`src/rtl/setpoint_pkg.sv`:
```
`default_nettype none

package setpoint_pkg;

  //////////////////////////////////////////////////////////////////////////
  // widths
  localparam int READING_W = 16;
  localparam int LEVEL_W = 16;
  localparam int DELAY_W = 14;
  localparam int ADDR_W = 4;
  localparam int DATA_W = 32;
  localparam int NUM_SP = 4;
  localparam int IRQ_W = 3;

  //////////////////////////////////////////////////////////////////////////
  // register word indices (byte address is four times the index)
  localparam logic [ADDR_W-1:0] REG_CONTROL = 4'h0;
  localparam logic [ADDR_W-1:0] REG_SETPOINT_ONE = 4'h1;
  localparam logic [ADDR_W-1:0] REG_SETPOINT_TWO = 4'h2;
  localparam logic [ADDR_W-1:0] REG_SETPOINT_THREE = 4'h3;
  localparam logic [ADDR_W-1:0] REG_SETPOINT_FOUR = 4'h4;
  localparam logic [ADDR_W-1:0] REG_MAKE_DELAY = 4'h5;
  localparam logic [ADDR_W-1:0] REG_BREAK_DELAY = 4'h6;
  localparam logic [ADDR_W-1:0] REG_SPAN_HIGH = 4'h7;
  localparam logic [ADDR_W-1:0] REG_SPAN_LOW = 4'h8;
  localparam logic [ADDR_W-1:0] REG_OUTPUT_LOW = 4'h9;
  localparam logic [ADDR_W-1:0] REG_OUTPUT_HIGH = 4'ha;
  localparam logic [ADDR_W-1:0] REG_STATUS = 4'hb;
  localparam logic [ADDR_W-1:0] REG_IRQ_STATUS = 4'hc;
  localparam logic [ADDR_W-1:0] REG_IRQ_MASK = 4'hd;

  //////////////////////////////////////////////////////////////////////////
  // control fields
  localparam int CTRL_BAND_BIT = 0;
  localparam int CTRL_VOLT_BIT = 1;
  localparam int CTRL_PATTERN_LSB = 4;
  localparam int PATTERN_W = 4;

  // pattern bit 3 is the leftmost character, i.e. setpoint one; 1 = high
  localparam logic [PATTERN_W-1:0] PATTERN_LLLL = 4'h0;
  localparam logic [PATTERN_W-1:0] PATTERN_LHLH = 4'h5;
  localparam logic [PATTERN_W-1:0] PATTERN_LHHH = 4'h7;
  localparam logic [PATTERN_W-1:0] PATTERN_HHHH = 4'hf;

  // status fields
  localparam int STAT_RELAY_LSB = 0;
  localparam int STAT_IND_LSB = 4;
  localparam int STAT_PRESENT_BIT = 8;
  localparam int STAT_READING_LSB = 16;

  // interrupt events
  localparam int IRQ_RELAY_CHANGE = 0;
  localparam int IRQ_BAD_PATTERN = 1;
  localparam int IRQ_BAD_LEVEL = 2;

  //////////////////////////////////////////////////////////////////////////
  // limits and reset values; level codes are 1 uA or 1 mV per count
  localparam logic [DELAY_W-1:0] DELAY_MAX_S = 14'h270f;
  localparam logic [LEVEL_W-1:0] CURRENT_HIGH_MIN = 16'h4650;
  localparam logic [LEVEL_W-1:0] CURRENT_HIGH_MAX = 16'h5dc0;
  localparam logic [LEVEL_W-1:0] VOLT_HIGH_MIN = 16'h1f40;
  localparam logic [LEVEL_W-1:0] VOLT_HIGH_MAX = 16'h283c;
  localparam logic [LEVEL_W-1:0] LEVEL_STAGE_MAX = 16'hffff;
  localparam logic [LEVEL_W-1:0] OUTPUT_LOW_RESET = 16'h0fa0;
  localparam logic [LEVEL_W-1:0] OUTPUT_HIGH_RESET = 16'h4e20;
  localparam logic [READING_W-1:0] SPAN_HIGH_RESET = 16'h270f;
  localparam logic [READING_W-1:0] SPAN_LOW_RESET = 16'h0000;
  localparam logic [READING_W-1:0] SETPOINT_RESET = 16'h270f;
  localparam logic [1:0] STARTUP_SYNC_CYCLES = 2'h3;

  //////////////////////////////////////////////////////////////////////////
  // timing
  localparam longint CLK_PERIOD_NS = 20;
  localparam longint SECOND_NS = 1000000000;
  localparam int CYCLES_PER_SECOND = int'(SECOND_NS / CLK_PERIOD_NS);

endpackage

`default_nettype wire

```
`src/rtl/make_break_timer.sv`:
```
`default_nettype none

module make_break_timer
  import setpoint_pkg::*;
#(
  parameter int DELAY_WIDTH = DELAY_W
) (
  input wire logic clk,
  input wire logic rst_n,
  input wire logic sample,
  input wire logic cond,
  input wire logic second_tick,
  input wire logic [DELAY_WIDTH-1:0] make_delay,
  input wire logic [DELAY_WIDTH-1:0] break_delay,
  output logic active
);

  logic cond_q;
  logic [DELAY_WIDTH-1:0] elapsed;
  logic [DELAY_WIDTH-1:0] limit;

  assign limit = cond_q ? make_delay : break_delay;

  // condition only moves on a finished conversion
  always_ff @(posedge clk or negedge rst_n) begin
    if (!rst_n) begin
      cond_q <= 1'b0;
    end else if (sample) begin
      cond_q <= cond;
    end
  end

  // whole-second ticks are free running, so a delay may run short by
  // up to one second; kept to avoid a divider per pending change
  always_ff @(posedge clk or negedge rst_n) begin
    if (!rst_n) begin
      active <= 1'b0;
      elapsed <= '0;
    end else if (cond_q == active) begin
      elapsed <= '0;
    end else if (elapsed >= limit) begin
      active <= cond_q;
      elapsed <= '0;
    end else if (second_tick) begin
      elapsed <= elapsed + 1'b1;
    end
  end

endmodule

`default_nettype wire

```
`src/rtl/setpoint_relay_controller.sv`:
```
// Summary of operation
// - relay one makes after alarm holds continuously for make delay, less up to one second.
// - relay one breaks after non-alarm holds for break delay, less up to one second.
// - band mode with setpoint two above one forms band one to two.
// - band with low pattern: on below setpoint one, off at two.
// - band with high pattern: on above setpoint two, off at one.
// - high setpoint energizes its relay when reading exceeds the setpoint.
// - low setpoint energizes its relay when reading is below setpoint.
// - pattern characters left to right belong to setpoints one to four.
// - only patterns LLLL, LhLh, Lhhh and hhhh are accepted.
// - setpoints two to four switch at once, without any delay.
// - all four setpoints are evaluated and indicated, relays fitted or not.
// - analog level scales linearly from low to high across the span.
// - span points in reverse order give the inverted output relation.
// - outside the span the analog level never drops below the low level.
// - outside the span the level may rise past high up to stage maximum.
// - high level checked against the mode limits only when written; always above the low level.
// - analog module presence caught at power-up; absent skips level setting.
`default_nettype none

module setpoint_relay_controller
  import setpoint_pkg::*;
#(
  parameter int SECOND_CYCLES = CYCLES_PER_SECOND
) (
  input wire logic clk,
  input wire logic rst_n,
  input wire logic reading_valid,
  input wire logic [READING_W-1:0] reading,
  input wire logic module_present_pin,
  input wire logic [ADDR_W-1:0] address,
  input wire logic read,
  input wire logic write,
  input wire logic [DATA_W-1:0] writedata,
  input wire logic [3:0] byteenable,
  output logic [DATA_W-1:0] readdata,
  output logic waitrequest,
  output logic [NUM_SP-1:0] relay_out,
  output logic [NUM_SP-1:0] indicator,
  output logic [LEVEL_W-1:0] analog_level,
  output logic irq
);

  ////////////////////////////////////////////////////////////////////////////
  // helpers

  function automatic logic over_setpoint(
    input logic signed [READING_W-1:0] r,
    input logic signed [READING_W-1:0] s,
    input logic high
  );
    return high ? (r > s) : (r < s);
  endfunction

  function automatic logic [15:0] merge16(
    input logic [15:0] old,
    input logic [DATA_W-1:0] wd,
    input logic [3:0] be
  );
    return {be[1] ? wd[15:8] : old[15:8], be[0] ? wd[7:0] : old[7:0]};
  endfunction

  ////////////////////////////////////////////////////////////////////////////
  // state

  logic signed [READING_W-1:0] setpoint [NUM_SP];
  logic band_mode_enable;
  logic volt_mode;
  logic [PATTERN_W-1:0] relay_direction_pattern;
  logic [DELAY_W-1:0] make_delay;
  logic [DELAY_W-1:0] break_delay;
  logic signed [READING_W-1:0] span_high_point;
  logic signed [READING_W-1:0] span_low_point;
  logic [LEVEL_W-1:0] output_low_level;
  logic [LEVEL_W-1:0] output_high_level;
  logic [IRQ_W-1:0] irq_status;
  logic [IRQ_W-1:0] irq_mask;
  logic [IRQ_W-1:0] irq_event;
  logic [READING_W-1:0] last_reading;

  logic present_meta;
  logic present_sync;
  logic [1:0] startup_cnt;
  logic module_present;

  logic [31:0] tick_cnt;
  logic second_tick;

  logic band_active;
  logic band_latch;
  logic next_band;
  logic cond_one;
  logic timer_active;
  logic [NUM_SP-1:1] alarm_q;
  logic [NUM_SP-1:0] next_relay;

  logic wr_go;
  logic rd_go;
  logic [15:0] wd16;
  logic pattern_ok;
  logic [LEVEL_W-1:0] high_min;
  logic [LEVEL_W-1:0] high_max;
  logic [LEVEL_W-1:0] high_cand;
  logic [LEVEL_W-1:0] low_cand;

  ////////////////////////////////////////////////////////////////////////////
  // module presence, sampled once after reset release

  always_ff @(posedge clk or negedge rst_n) begin
    if (!rst_n) begin
      present_meta <= 1'b0;
      present_sync <= 1'b0;
    end else begin
      present_meta <= module_present_pin;
      present_sync <= present_meta;
    end
  end

  // later changes on the pin are ignored: swapping needs a reset to sample the pin again
  always_ff @(posedge clk or negedge rst_n) begin
    if (!rst_n) begin
      startup_cnt <= '0;
      module_present <= 1'b0;
    end else if (startup_cnt != STARTUP_SYNC_CYCLES) begin
      startup_cnt <= startup_cnt + 1'b1;
      if (startup_cnt == STARTUP_SYNC_CYCLES - 2'h1) begin
        module_present <= present_sync;
      end
    end
  end

  ////////////////////////////////////////////////////////////////////////////
  // one second tick for the delay timer

  always_ff @(posedge clk or negedge rst_n) begin
    if (!rst_n) begin
      tick_cnt <= '0;
      second_tick <= 1'b0;
    end else if (tick_cnt >= 32'(SECOND_CYCLES - 1)) begin
      tick_cnt <= '0;
      second_tick <= 1'b1;
    end else begin
      tick_cnt <= tick_cnt + 32'h1;
      second_tick <= 1'b0;
    end
  end

  ////////////////////////////////////////////////////////////////////////////
  // setpoint one with optional band

  assign band_active = band_mode_enable &&
                       (setpoint[1] > setpoint[0]);

  always_comb begin
    if (relay_direction_pattern[3]) begin
      // emptying: on above two, held until back down to one
      next_band = band_latch ? ($signed(reading) > setpoint[0])
                             : ($signed(reading) > setpoint[1]);
    end else begin
      // filling: on below one, held until up to two
      next_band = band_latch ? ($signed(reading) < setpoint[1])
                             : ($signed(reading) < setpoint[0]);
    end
    cond_one = band_active ? next_band
             : over_setpoint(reading, setpoint[0],
                             relay_direction_pattern[3]);
  end

  always_ff @(posedge clk or negedge rst_n) begin
    if (!rst_n) begin
      band_latch <= 1'b0;
    end else if (reading_valid) begin
      band_latch <= band_active ? next_band : 1'b0;
    end
  end

  make_break_timer #(
    .DELAY_WIDTH(DELAY_W)
  ) u_timer (
    .clk(clk),
    .rst_n(rst_n),
    .sample(reading_valid),
    .cond(cond_one),
    .second_tick(second_tick),
    .make_delay(make_delay),
    .break_delay(break_delay),
    .active(timer_active)
  );

  ////////////////////////////////////////////////////////////////////////////
  // setpoints two to four, no delay

  always_ff @(posedge clk or negedge rst_n) begin
    if (!rst_n) begin
      alarm_q <= '0;
    end else if (reading_valid) begin
      for (int i = 1; i < NUM_SP; i++) begin
        // pattern bit 3-i carries setpoint i+1's character
        alarm_q[i] <= over_setpoint(reading, setpoint[i],
          relay_direction_pattern[3-i]);
      end
    end
  end

  assign next_relay = {alarm_q, timer_active};

  // indicators follow relays whether or not a relay is fitted
  always_ff @(posedge clk or negedge rst_n) begin
    if (!rst_n) begin
      relay_out <= '0;
      indicator <= '0;
    end else begin
      relay_out <= next_relay;
      indicator <= next_relay;
    end
  end

  ////////////////////////////////////////////////////////////////////////////
  // analog output scaling

  logic signed [16:0] offset;
  logic signed [16:0] span;
  logic signed [16:0] range_w;
  logic signed [34:0] prod;
  logic signed [34:0] quot;
  logic signed [34:0] level_wide;
  logic [LEVEL_W-1:0] next_level;

  always_comb begin
    offset = {reading[15], reading} -
             {span_low_point[15], span_low_point};
    span = {span_high_point[15], span_high_point} -
           {span_low_point[15], span_low_point};
    range_w = $signed({1'b0, output_high_level}) -
              $signed({1'b0, output_low_level});
    prod = 35'(offset) * 35'(range_w);
    // a negative span flips the quotient sign: reversed points invert
    quot = (span == 17'sh0) ? 35'sh0 : prod / 35'(span);
    level_wide = $signed({19'h0, output_low_level}) + quot;
    if (quot < 35'sh0) begin
      next_level = output_low_level;
    end else if (level_wide > $signed({19'h0, LEVEL_STAGE_MAX})) begin
      next_level = LEVEL_STAGE_MAX;
    end else begin
      next_level = level_wide[LEVEL_W-1:0];
    end
  end

  always_ff @(posedge clk or negedge rst_n) begin
    if (!rst_n) begin
      analog_level <= '0;
    end else if (!module_present) begin
      analog_level <= '0;
    end else if (reading_valid) begin
      analog_level <= next_level;
    end
  end

  ////////////////////////////////////////////////////////////////////////////
  // bus slave: one wait state on every access

  assign wr_go = write && !waitrequest;
  assign rd_go = read && waitrequest;
  assign wd16 = merge16(16'h0000, writedata, byteenable);
  assign pattern_ok = writedata[CTRL_PATTERN_LSB +: PATTERN_W] inside
                      {PATTERN_LLLL, PATTERN_LHLH, PATTERN_LHHH, PATTERN_HHHH};
  assign high_min = volt_mode ? VOLT_HIGH_MIN : CURRENT_HIGH_MIN;
  assign high_max = volt_mode ? VOLT_HIGH_MAX : CURRENT_HIGH_MAX;
  assign high_cand = merge16(output_high_level, writedata, byteenable);
  assign low_cand = merge16(output_low_level, writedata, byteenable);

  always_ff @(posedge clk or negedge rst_n) begin
    if (!rst_n) begin
      waitrequest <= 1'b1;
    end else begin
      waitrequest <= !((read || write) && waitrequest);
    end
  end

  always_ff @(posedge clk or negedge rst_n) begin
    if (!rst_n) begin
      readdata <= '0;
    end else if (rd_go) begin
      case (address)
        REG_CONTROL: readdata <= 32'({relay_direction_pattern, 2'b00,
                                      volt_mode, band_mode_enable});
        REG_SETPOINT_ONE: readdata <= 32'(setpoint[0]);
        REG_SETPOINT_TWO: readdata <= 32'(setpoint[1]);
        REG_SETPOINT_THREE: readdata <= 32'(setpoint[2]);
        REG_SETPOINT_FOUR: readdata <= 32'(setpoint[3]);
        REG_MAKE_DELAY: readdata <= 32'(make_delay);
        REG_BREAK_DELAY: readdata <= 32'(break_delay);
        REG_SPAN_HIGH: readdata <= 32'(span_high_point);
        REG_SPAN_LOW: readdata <= 32'(span_low_point);
        REG_OUTPUT_LOW: readdata <= 32'(output_low_level);
        REG_OUTPUT_HIGH: readdata <= 32'(output_high_level);
        REG_STATUS: readdata <= {last_reading, 7'h00, module_present,
                                 indicator, relay_out};
        REG_IRQ_STATUS: readdata <= 32'(irq_status);
        REG_IRQ_MASK: readdata <= 32'(irq_mask);
        default: readdata <= '0;
      endcase
    end
  end

  always_ff @(posedge clk or negedge rst_n) begin
    if (!rst_n) begin
      band_mode_enable <= 1'b0;
      volt_mode <= 1'b0;
      relay_direction_pattern <= PATTERN_HHHH;
      setpoint[0] <= SETPOINT_RESET;
      setpoint[1] <= SETPOINT_RESET;
      setpoint[2] <= SETPOINT_RESET;
      setpoint[3] <= SETPOINT_RESET;
      make_delay <= '0;
      break_delay <= '0;
      span_high_point <= SPAN_HIGH_RESET;
      span_low_point <= SPAN_LOW_RESET;
      output_low_level <= OUTPUT_LOW_RESET;
      output_high_level <= OUTPUT_HIGH_RESET;
      irq_mask <= '0;
    end else if (wr_go) begin
      case (address)
        REG_CONTROL: begin
          if (byteenable[0]) begin
            band_mode_enable <= writedata[CTRL_BAND_BIT];
            volt_mode <= writedata[CTRL_VOLT_BIT];
            if (pattern_ok) begin
              relay_direction_pattern <=
                writedata[CTRL_PATTERN_LSB +: PATTERN_W];
            end
          end
        end
        REG_SETPOINT_ONE: setpoint[0] <= merge16(setpoint[0], writedata,
                                                 byteenable);
        REG_SETPOINT_TWO: setpoint[1] <= merge16(setpoint[1], writedata,
                                                 byteenable);
        REG_SETPOINT_THREE: setpoint[2] <= merge16(setpoint[2], writedata,
                                                   byteenable);
        REG_SETPOINT_FOUR: setpoint[3] <= merge16(setpoint[3], writedata,
                                                  byteenable);
        REG_MAKE_DELAY: begin
          if (wd16[DELAY_W-1:0] <= DELAY_MAX_S && wd16[15:DELAY_W] == '0) begin
            make_delay <= wd16[DELAY_W-1:0];
          end
        end
        REG_BREAK_DELAY: begin
          if (wd16[DELAY_W-1:0] <= DELAY_MAX_S && wd16[15:DELAY_W] == '0) begin
            break_delay <= wd16[DELAY_W-1:0];
          end
        end
        REG_SPAN_HIGH: span_high_point <= merge16(span_high_point,
                                                  writedata, byteenable);
        REG_SPAN_LOW: span_low_point <= merge16(span_low_point,
                                                writedata, byteenable);
        REG_OUTPUT_LOW: begin
          if (module_present && low_cand < output_high_level) begin
            output_low_level <= low_cand;
          end
        end
        REG_OUTPUT_HIGH: begin
          if (module_present && high_cand >= high_min &&
              high_cand <= high_max && high_cand > output_low_level) begin
            output_high_level <= high_cand;
          end
        end
        REG_IRQ_MASK: irq_mask <= writedata[IRQ_W-1:0];
        default: ;
      endcase
    end
  end

  ////////////////////////////////////////////////////////////////////////////
  // status and interrupt

  always_ff @(posedge clk or negedge rst_n) begin
    if (!rst_n) begin
      last_reading <= '0;
    end else if (reading_valid) begin
      last_reading <= reading;
    end
  end

  always_comb begin
    irq_event = '0;
    irq_event[IRQ_RELAY_CHANGE] = (next_relay != relay_out);
    irq_event[IRQ_BAD_PATTERN] = wr_go && address == REG_CONTROL &&
                                 byteenable[0] && !pattern_ok;
    irq_event[IRQ_BAD_LEVEL] = wr_go &&
      ((address == REG_OUTPUT_HIGH && (!module_present ||
        high_cand < high_min || high_cand > high_max ||
        high_cand <= output_low_level)) ||
       (address == REG_OUTPUT_LOW && (!module_present ||
        low_cand >= output_high_level)));
  end

  // a new event wins over a clear in the same cycle
  always_ff @(posedge clk or negedge rst_n) begin
    if (!rst_n) begin
      irq_status <= '0;
    end else if (wr_go && address == REG_IRQ_STATUS && byteenable[0]) begin
      irq_status <= (irq_status & ~writedata[IRQ_W-1:0]) | irq_event;
    end else begin
      irq_status <= irq_status | irq_event;
    end
  end

  always_ff @(posedge clk or negedge rst_n) begin
    if (!rst_n) begin
      irq <= 1'b0;
    end else begin
      irq <= |(irq_status & irq_mask);
    end
  end

endmodule

`default_nettype wire

```
`config.mk`:
```
export PLATFORM = sky130hd
export DESIGN_NAME = setpoint_relay_controller
export DESIGN_NICKNAME = d
export VERILOG_FILES = /design/src/rtl/setpoint_pkg.sv /design/src/rtl/make_break_timer.sv /design/src/rtl/setpoint_relay_controller.sv
export SDC_FILE = /design/constraint.sdc
export NUM_CORES = 2
export LEC_CHECK = 0
export BUFFER_PORTS_ARGS = -buffer_cell sky130_fd_sc_hd__buf_2
export CELL_PAD_IN_SITES_DETAIL_PLACEMENT = 0
export CELL_PAD_IN_SITES_GLOBAL_PLACEMENT = 1
export CORE_ASPECT_RATIO = 1.75
export CORE_MARGIN = 3
export CORE_UTILIZATION = 46
export CTS_BUF_LIST = sky130_fd_sc_hd__clkbuf_4
export DETAILED_ROUTE_END_ITERATION = 8
export GPL_TIMING_DRIVEN = 0
export PLACE_DENSITY_LB_ADDON = 0.1
export SLEW_MARGIN = 20
export SYNTH_ARGS = -nofsm -noshare
export SYNTH_HDL_FRONTEND = slang
export SYNTH_SLANG_ARGS = --single-unit
```
`constraint.sdc`:
```
create_clock -name clk -period 97.8 [get_ports clk]
set_input_delay 24.45 -clock clk [delete_from_list [all_inputs] [get_ports clk]]
set_output_delay 24.45 -clock clk [all_outputs]
set_load 0.03 [all_outputs]
```
# --- Word level (Yosys, flattened, before mapping) ---
# Cells that the tools add are included.
# Widths: inputs -> output; s select.
word_totals:
  wordCells: 181
  reg_bits: 296
  out_inout_bits: 58
  input_bits: 62
op_classes:
  reduce_logical: 55
  order_cmp: 22
  n_bitwise: 6
  n_mul: 1
  n_addsub: 7
  n_div: 1
  n_eq_ne: 21
  n_mux: 30
ops:
  columns: ["op", "n"]
  rows:
  - ["$pmux 32 s14", 1]
  - ["$gt 16x16->1", 6]
  - ["$lt 16x16->1", 5]
  - ["$mux 16", 4]
  - ["$mux 14", 4]
  - ["$reduce_and 3->1", 17]
  - ["$sub 16x16->17", 3]
  - ["$mux 8", 6]
  - ["$add 17x35->35", 1]
  - ["$div 35x35->35", 1]
  - ["$gt 35x17->1 const B", 1]
  - ["$lt 35x1->1 const B", 1]
  - ["$mux 35", 1]
  - ["$mul 17x17->34", 1]
  - ["$add 32x1->32 const B", 1]
  - ["$ge 32x26->1 const B", 1]
  - ["$mux 32", 1]
  - ["$mux 15", 2]
  - ["$eq 4x4->1 const B", 7]
  - ["$eq 4x3->1 const B", 6]
  - ["$logic_and 1x1->1", 17]
  - ["$logic_not 17->1", 1]
  - ["$ge 16x15->1", 1]
  - ["$ge 16x16->1", 1]
  - ["29 further kinds", 53]

# --- Longest topological paths before layout ---
depth:
  ltp_word: 10
  ltp_mapped: 490
  mapped_depth_nobuf: 456

# --- Hierarchy ---
# A second synthesis with hierarchy kept.
unflattened:
  cells_unflattened: 8559
  area_unflattened_um2: 65621.7
modules_own_cells:
  columns: ["module", "n_inst", "area_each_um2", "cells_each", "seq_area_each_um2"]
  rows:
  - ["setpoint_relay_controller", 1, 64394.3, 8435, 7076.8]
  - ["make_break_timer", 1, 1227.4, 124, 400.4]

# --- Least setup slack after synthesis ---
# No wires, ideal clock.
synth_path:
  path_type: "input -> register"
  startpoint: "in reading[0]"
  endpoint: "reg analog_level[10]"
  arrival_time_ps: 118835
  path_buffers: 58
  required_ps: 97677
  setup_ps: 123
  slack_ps: -21159
  cell_stages: 452
  path_cell_list: "inv_1 ha_1 fa_1 nor2b_1 o21ai_0 nand2b_1 a21o_1 a21o_1 nand2_1 nand2_1 a21o_1 nand2_1 nand2_1 a21o_1 a21o_1 a21o_1 a21o_1 a21o_1 [... 416 more ...] a21oi_1 nand2b_1 a21boi_0 o21ai_0 nand2b_1 a41oi_1 a211o_1 o2111a_1 nor3_1 nor2b_1 nor3b_1 nand4_1 nor4_1 mux2i_1 nand4_1 nor3_4 buf_4 a21oi_1"
synth_between:
  elab_chain_cells: 10
  word_cells_on_any_way: 11
  classes_between: "2 x add/sub; 1 x mul; 1 x div; 2 x order compare; 5 x mux"
synth_rtl:
  columns: ["element", "line", "rtl"]
  rows:
  - ["from (decl)", "setpoint_relay_controller.sv:29", "input wire logic [READING_W-1:0] reading,"]
  - ["$sub 16x16->17 *", "setpoint_relay_controller.sv:230", "offset = {reading[15], reading} -"]
  - ["$mul 17x17->34 *", "setpoint_relay_controller.sv:236", "prod = 35'(offset) * 35'(range_w);"]
  - ["$div 35x35->35 *", "setpoint_relay_controller.sv:238", "quot = (span == 17'sh0) ? 35'sh0 : prod / 35'(span);"]
  - ["$mux 35 *", "setpoint_relay_controller.sv:238", null]
  - ["$add 17x35->35", "setpoint_relay_controller.sv:239", "level_wide = $signed({19'h0, output_low_level}) + quot;"]
  - ["$gt 35x17->1", "setpoint_relay_controller.sv:242", "end else if (level_wide > $signed({19'h0, LEVEL_STAGE_MAX})) begin"]
  - ["$mux 16", "setpoint_relay_controller.sv:242", null]
  - ["$mux 16 *", "setpoint_relay_controller.sv:240", "if (quot < 35'sh0) begin"]
  - ["$mux 16 *", "setpoint_relay_controller.sv:254", "end else if (reading_valid) begin"]
  - ["$mux 16 *", "setpoint_relay_controller.sv:252", "end else if (!module_present) begin"]
  - ["to (signal assigned)", "setpoint_relay_controller.sv:255", "analog_level <= next_level;"]
  - ["to (decl)", "setpoint_relay_controller.sv:40", "output logic [LEVEL_W-1:0] analog_level,"]
# Every way passes the cells marked *; elsewhere a longest branch is shown, timed or not. The select of a mux whose other input is x is not followed.
# A chain may end at the register's enable or synchronous reset.

# --- Worst setup path in the final report ---
layout_path:
  startpoint: "in reading[3]"
  endpoint: "reg analog_level[0]"
# The elaborated chain is that of the path after synthesis.

==> impl_metrics.json <==
{
  "dp_hpwl_um": 251800,
  "grt_setup_unrepaired": "true",
  "cts_tree": "yes",
  "crit_path_max_fanout": 10,
  "synth_top_area_share_pct": 17.07,
  "die_w_um": 296.7,
  "synth_top_flop_cell": "dfrtp_1",
  "final-setup-viol-count": 16,
  "clock_skew_ns": 0.09634,
  "drive_above_1_share_pct": 23.13,
  "clockBufferDepth": 3,
  "ant_nets": 0,
  "syn2layout_area_growth_pct": 27.31,
  "dieArea_mm2": 0.1527,
  "grt_remaining_overflow": 0,
  "dr.pass1.iters": 8,
  "synth-seq-area-share_pct": 10.99,
  "dieHeight_um": 514.7,
  "worstSetupPathType": "primary input to flop",
  "violations": "setup timing",
  "finalWeightedCongestion": 1.021,
  "num_rows": 186,
  "path_clk_slew_ns": 0.07,
  "required_ns": 98.49,
  "max_slew_margin_pct": 17.44,
  "fill_cells": 13720,
  "cts_root_buffer": "clkbuf_4",
  "final_nets": 11260,
  "synth_edf_count": 0,
  "drt-wirelength-per-cell_um": 26.30,
  "fin_crit_sh_pct": 116.2,
  "multi_input_area_mm2": 0.06431,
  "routed_wl_um": 315900,
  "status": "finished, violations left",
  "max_freq_ghz": 0.008801,
  "grt_pass1_vias": 75350,
  "drtIter0Drc": 4964,
  "cpPeakStageDelay_ns": 0.68,
  "avgSynthCellArea_um2": 7.589,
  "slew_viol_final": 0,
  "synthTopCellsByCount": "nand2_1 (968), ha_1 (928), nor2_1 (910)",
  "finalHoldViolations": 0,
  "final_core_util_pct": 58.98,
  "cts_made_buffers": 75,
  "start_kind": "primary input",
  "cp.arrival_ns": 114.31,
  "synth-seq-cells": 296,
  "viasPerCell": 6.222,
  "min_path_type": "flop to flop",
  "coreArea_mm2": 0.1468,
  "cpMaxStageDelayCell": "fa_2",
  "vias": 74740,
  "ys_warn_count": 0,
  "clock_latency_ns": 0.88,
  "yosysMostFrequentCell": "nand2_1",
  "drc": 0,
  "netlist_top_cells_area": "ha_1 (17%), fa_1 (8.9%), dfrtp_1 (8.8%)",
  "worst_pin_slew_ns": 1.229,
  "async_flop_share_pct": 100.0,
  "place_inst": 11250,
  "fin_ws_ns": -15.82,
  "io_buffers": 88,
  "track_usage_pct": 39.47,
  "antenna_found_initial": 7,
  "initial_utilization_pct": 46.33,
  "cpMostUsedCell": "buf_4",
  "maxCapViolCount": 0,
  "ff_latch_area_mm2": 0.007477,
  "critPathCaptureType": "flop",
  "period_needed_ns": 113.62,
  "preCtsSetupSlack_ns": -39.47,
  "yosysUniqueCellTypes": 122,
  "final_cells": 12010,
  "syn_area_mm2": 0.06803,
  "grt_pass1_wl_um": 459400,
  "synthCells": 8964,
  "cts.sinks": 296,
  "ios": 120,
  "htreeDepth": 3,
  "grt_max_degree": 91,
  "yosysTopAreaCell": "ha_1"
}
==> registers in the layout (all words and copies together) (netlist names), 4 cells and up <==
register and count:
setpoint 64, readdata 32, tick_cnt 32, analog_level 16, last_reading 16, output_high_level 16
output_low_level 16, span_high_point 16, span_low_point 16, break_delay 14, make_delay 14, u_timer.elapsed 14
indicator 4, relay_direction_pattern 4
==> final cells by class <==
| class | instances | share of cell area, % |
|---|---|---|
| Timing Repair Buffer | 756 | 7.181 |
| Antenna cell | 7 | 0.02023 |
| Clock buffer | 117 | 1.014 |
| Multi-Input combinational cell | 7931 | 74.26 |
| Tap cell | 1974 | 2.852 |
| Sequential cell | 296 | 8.633 |
| Buffer | 297 | 3.203 |
| Clock inverter | 23 | 0.1791 |
| Inverter | 611 | 2.660 |
==> cell families (layout without fill, tap and decap cells) <==
family          after synthesis  in the layout  share of synthesized area (%)
other cells                   2            185                        0.01104
mux                         216            216                          3.494
fa+ha+maj                  1229           1229                          25.92
flops                       296            296                          10.99
xor+xnor                    591            591                          7.636
buf+inv                     914           1804                          5.194
compound gates             2572           2572                          25.00
simple gates               3144           3145                          21.75
==> path summary, 6_finish.rpt <==
check | startpoint | endpoint | slack [ns] | cells after the start
max | reading[3] | analog_level[0] | -15.82 | 469
min | present_meta | present_sync | 0.37 | 0
max reg2reg | output_low_level[1] | analog_level[0] | 5.60 | 468
min reg2reg | present_meta | present_sync | 0.37 | 0
max in group asynchronous | rst_n | output_low_level[11] | 73.02 | 3
min in group asynchronous | rst_n | break_delay[7] | 23.53 | 1
==> metrics by stage <==
| stage | TNS (ns) | area, um2 | hold WS, ns |
|---|---|---|---|
| global route | -296.50 | 86600 | 0.3765 |
| global placement | -633.26 | 73910 | 0.3343 |
| detailed placement | -630.41 | 75040 | 0.3622 |
| finish | -252.26 | 86610 | 0.3742 |
| CTS | -245.88 | 82810 | 0.3779 |
| floorplan | -103.66 | 71000 | 0.3312 |
==> cell usage in the layout (no fill, tap or decap), types with 240 or more instances in the layout <==
cell type	Yosys	final
nand2_1	968	913
inv_1	610	592
a21oi_1	656	503
o21ai_0	562	446
xnor2_1	351	322
fa_1	301	289
ha_1	928	811
dfrtp_1	240	240
buf_4	9	597
a21o_1	261	254
nor2_1	910	847
==> metal layers <==
metal | track usage, % | routed length [um] | vias to the layer above
met1 | 36.12 | 100700 | 35830
met3 | 6.651 | 17930 | 1600
met5 | 0 | 13 | -
met2 | 71.40 | 154600 | 3205
li1 | - | - | 34100
met4 | 41.68 | 42670 | 2
==> worst max-delay path: cells and delay by family <==
family | cells | cell delay, ns
AO/OA/AOI/OAI | 211 | 42.68
AND/OR/NAND/NOR | 111 | 17.31
multiplexers | 6 | 1.84
XOR/XNOR | 2 | 0.48
adder cells (fa/ha/maj) | 42 | 13.25
buffers and inverters | 97 | 13.86
==> timing repair <==
| item | in CTS | in global routing |
|---|---|---|
| setup endpoints to repair | 16 | 16 |
| pin swaps | 310 | 419 |
| buffers inserted | 399 | 223 |
| resized for setup | 686 | 434 |
| cloned | 3 | 2 |
| hold buffers | 0 | 0 |
Power is left out: the tool's default activity adds up to more than one toggle a clock period on the data nets, which glitch-free logic cannot reach.
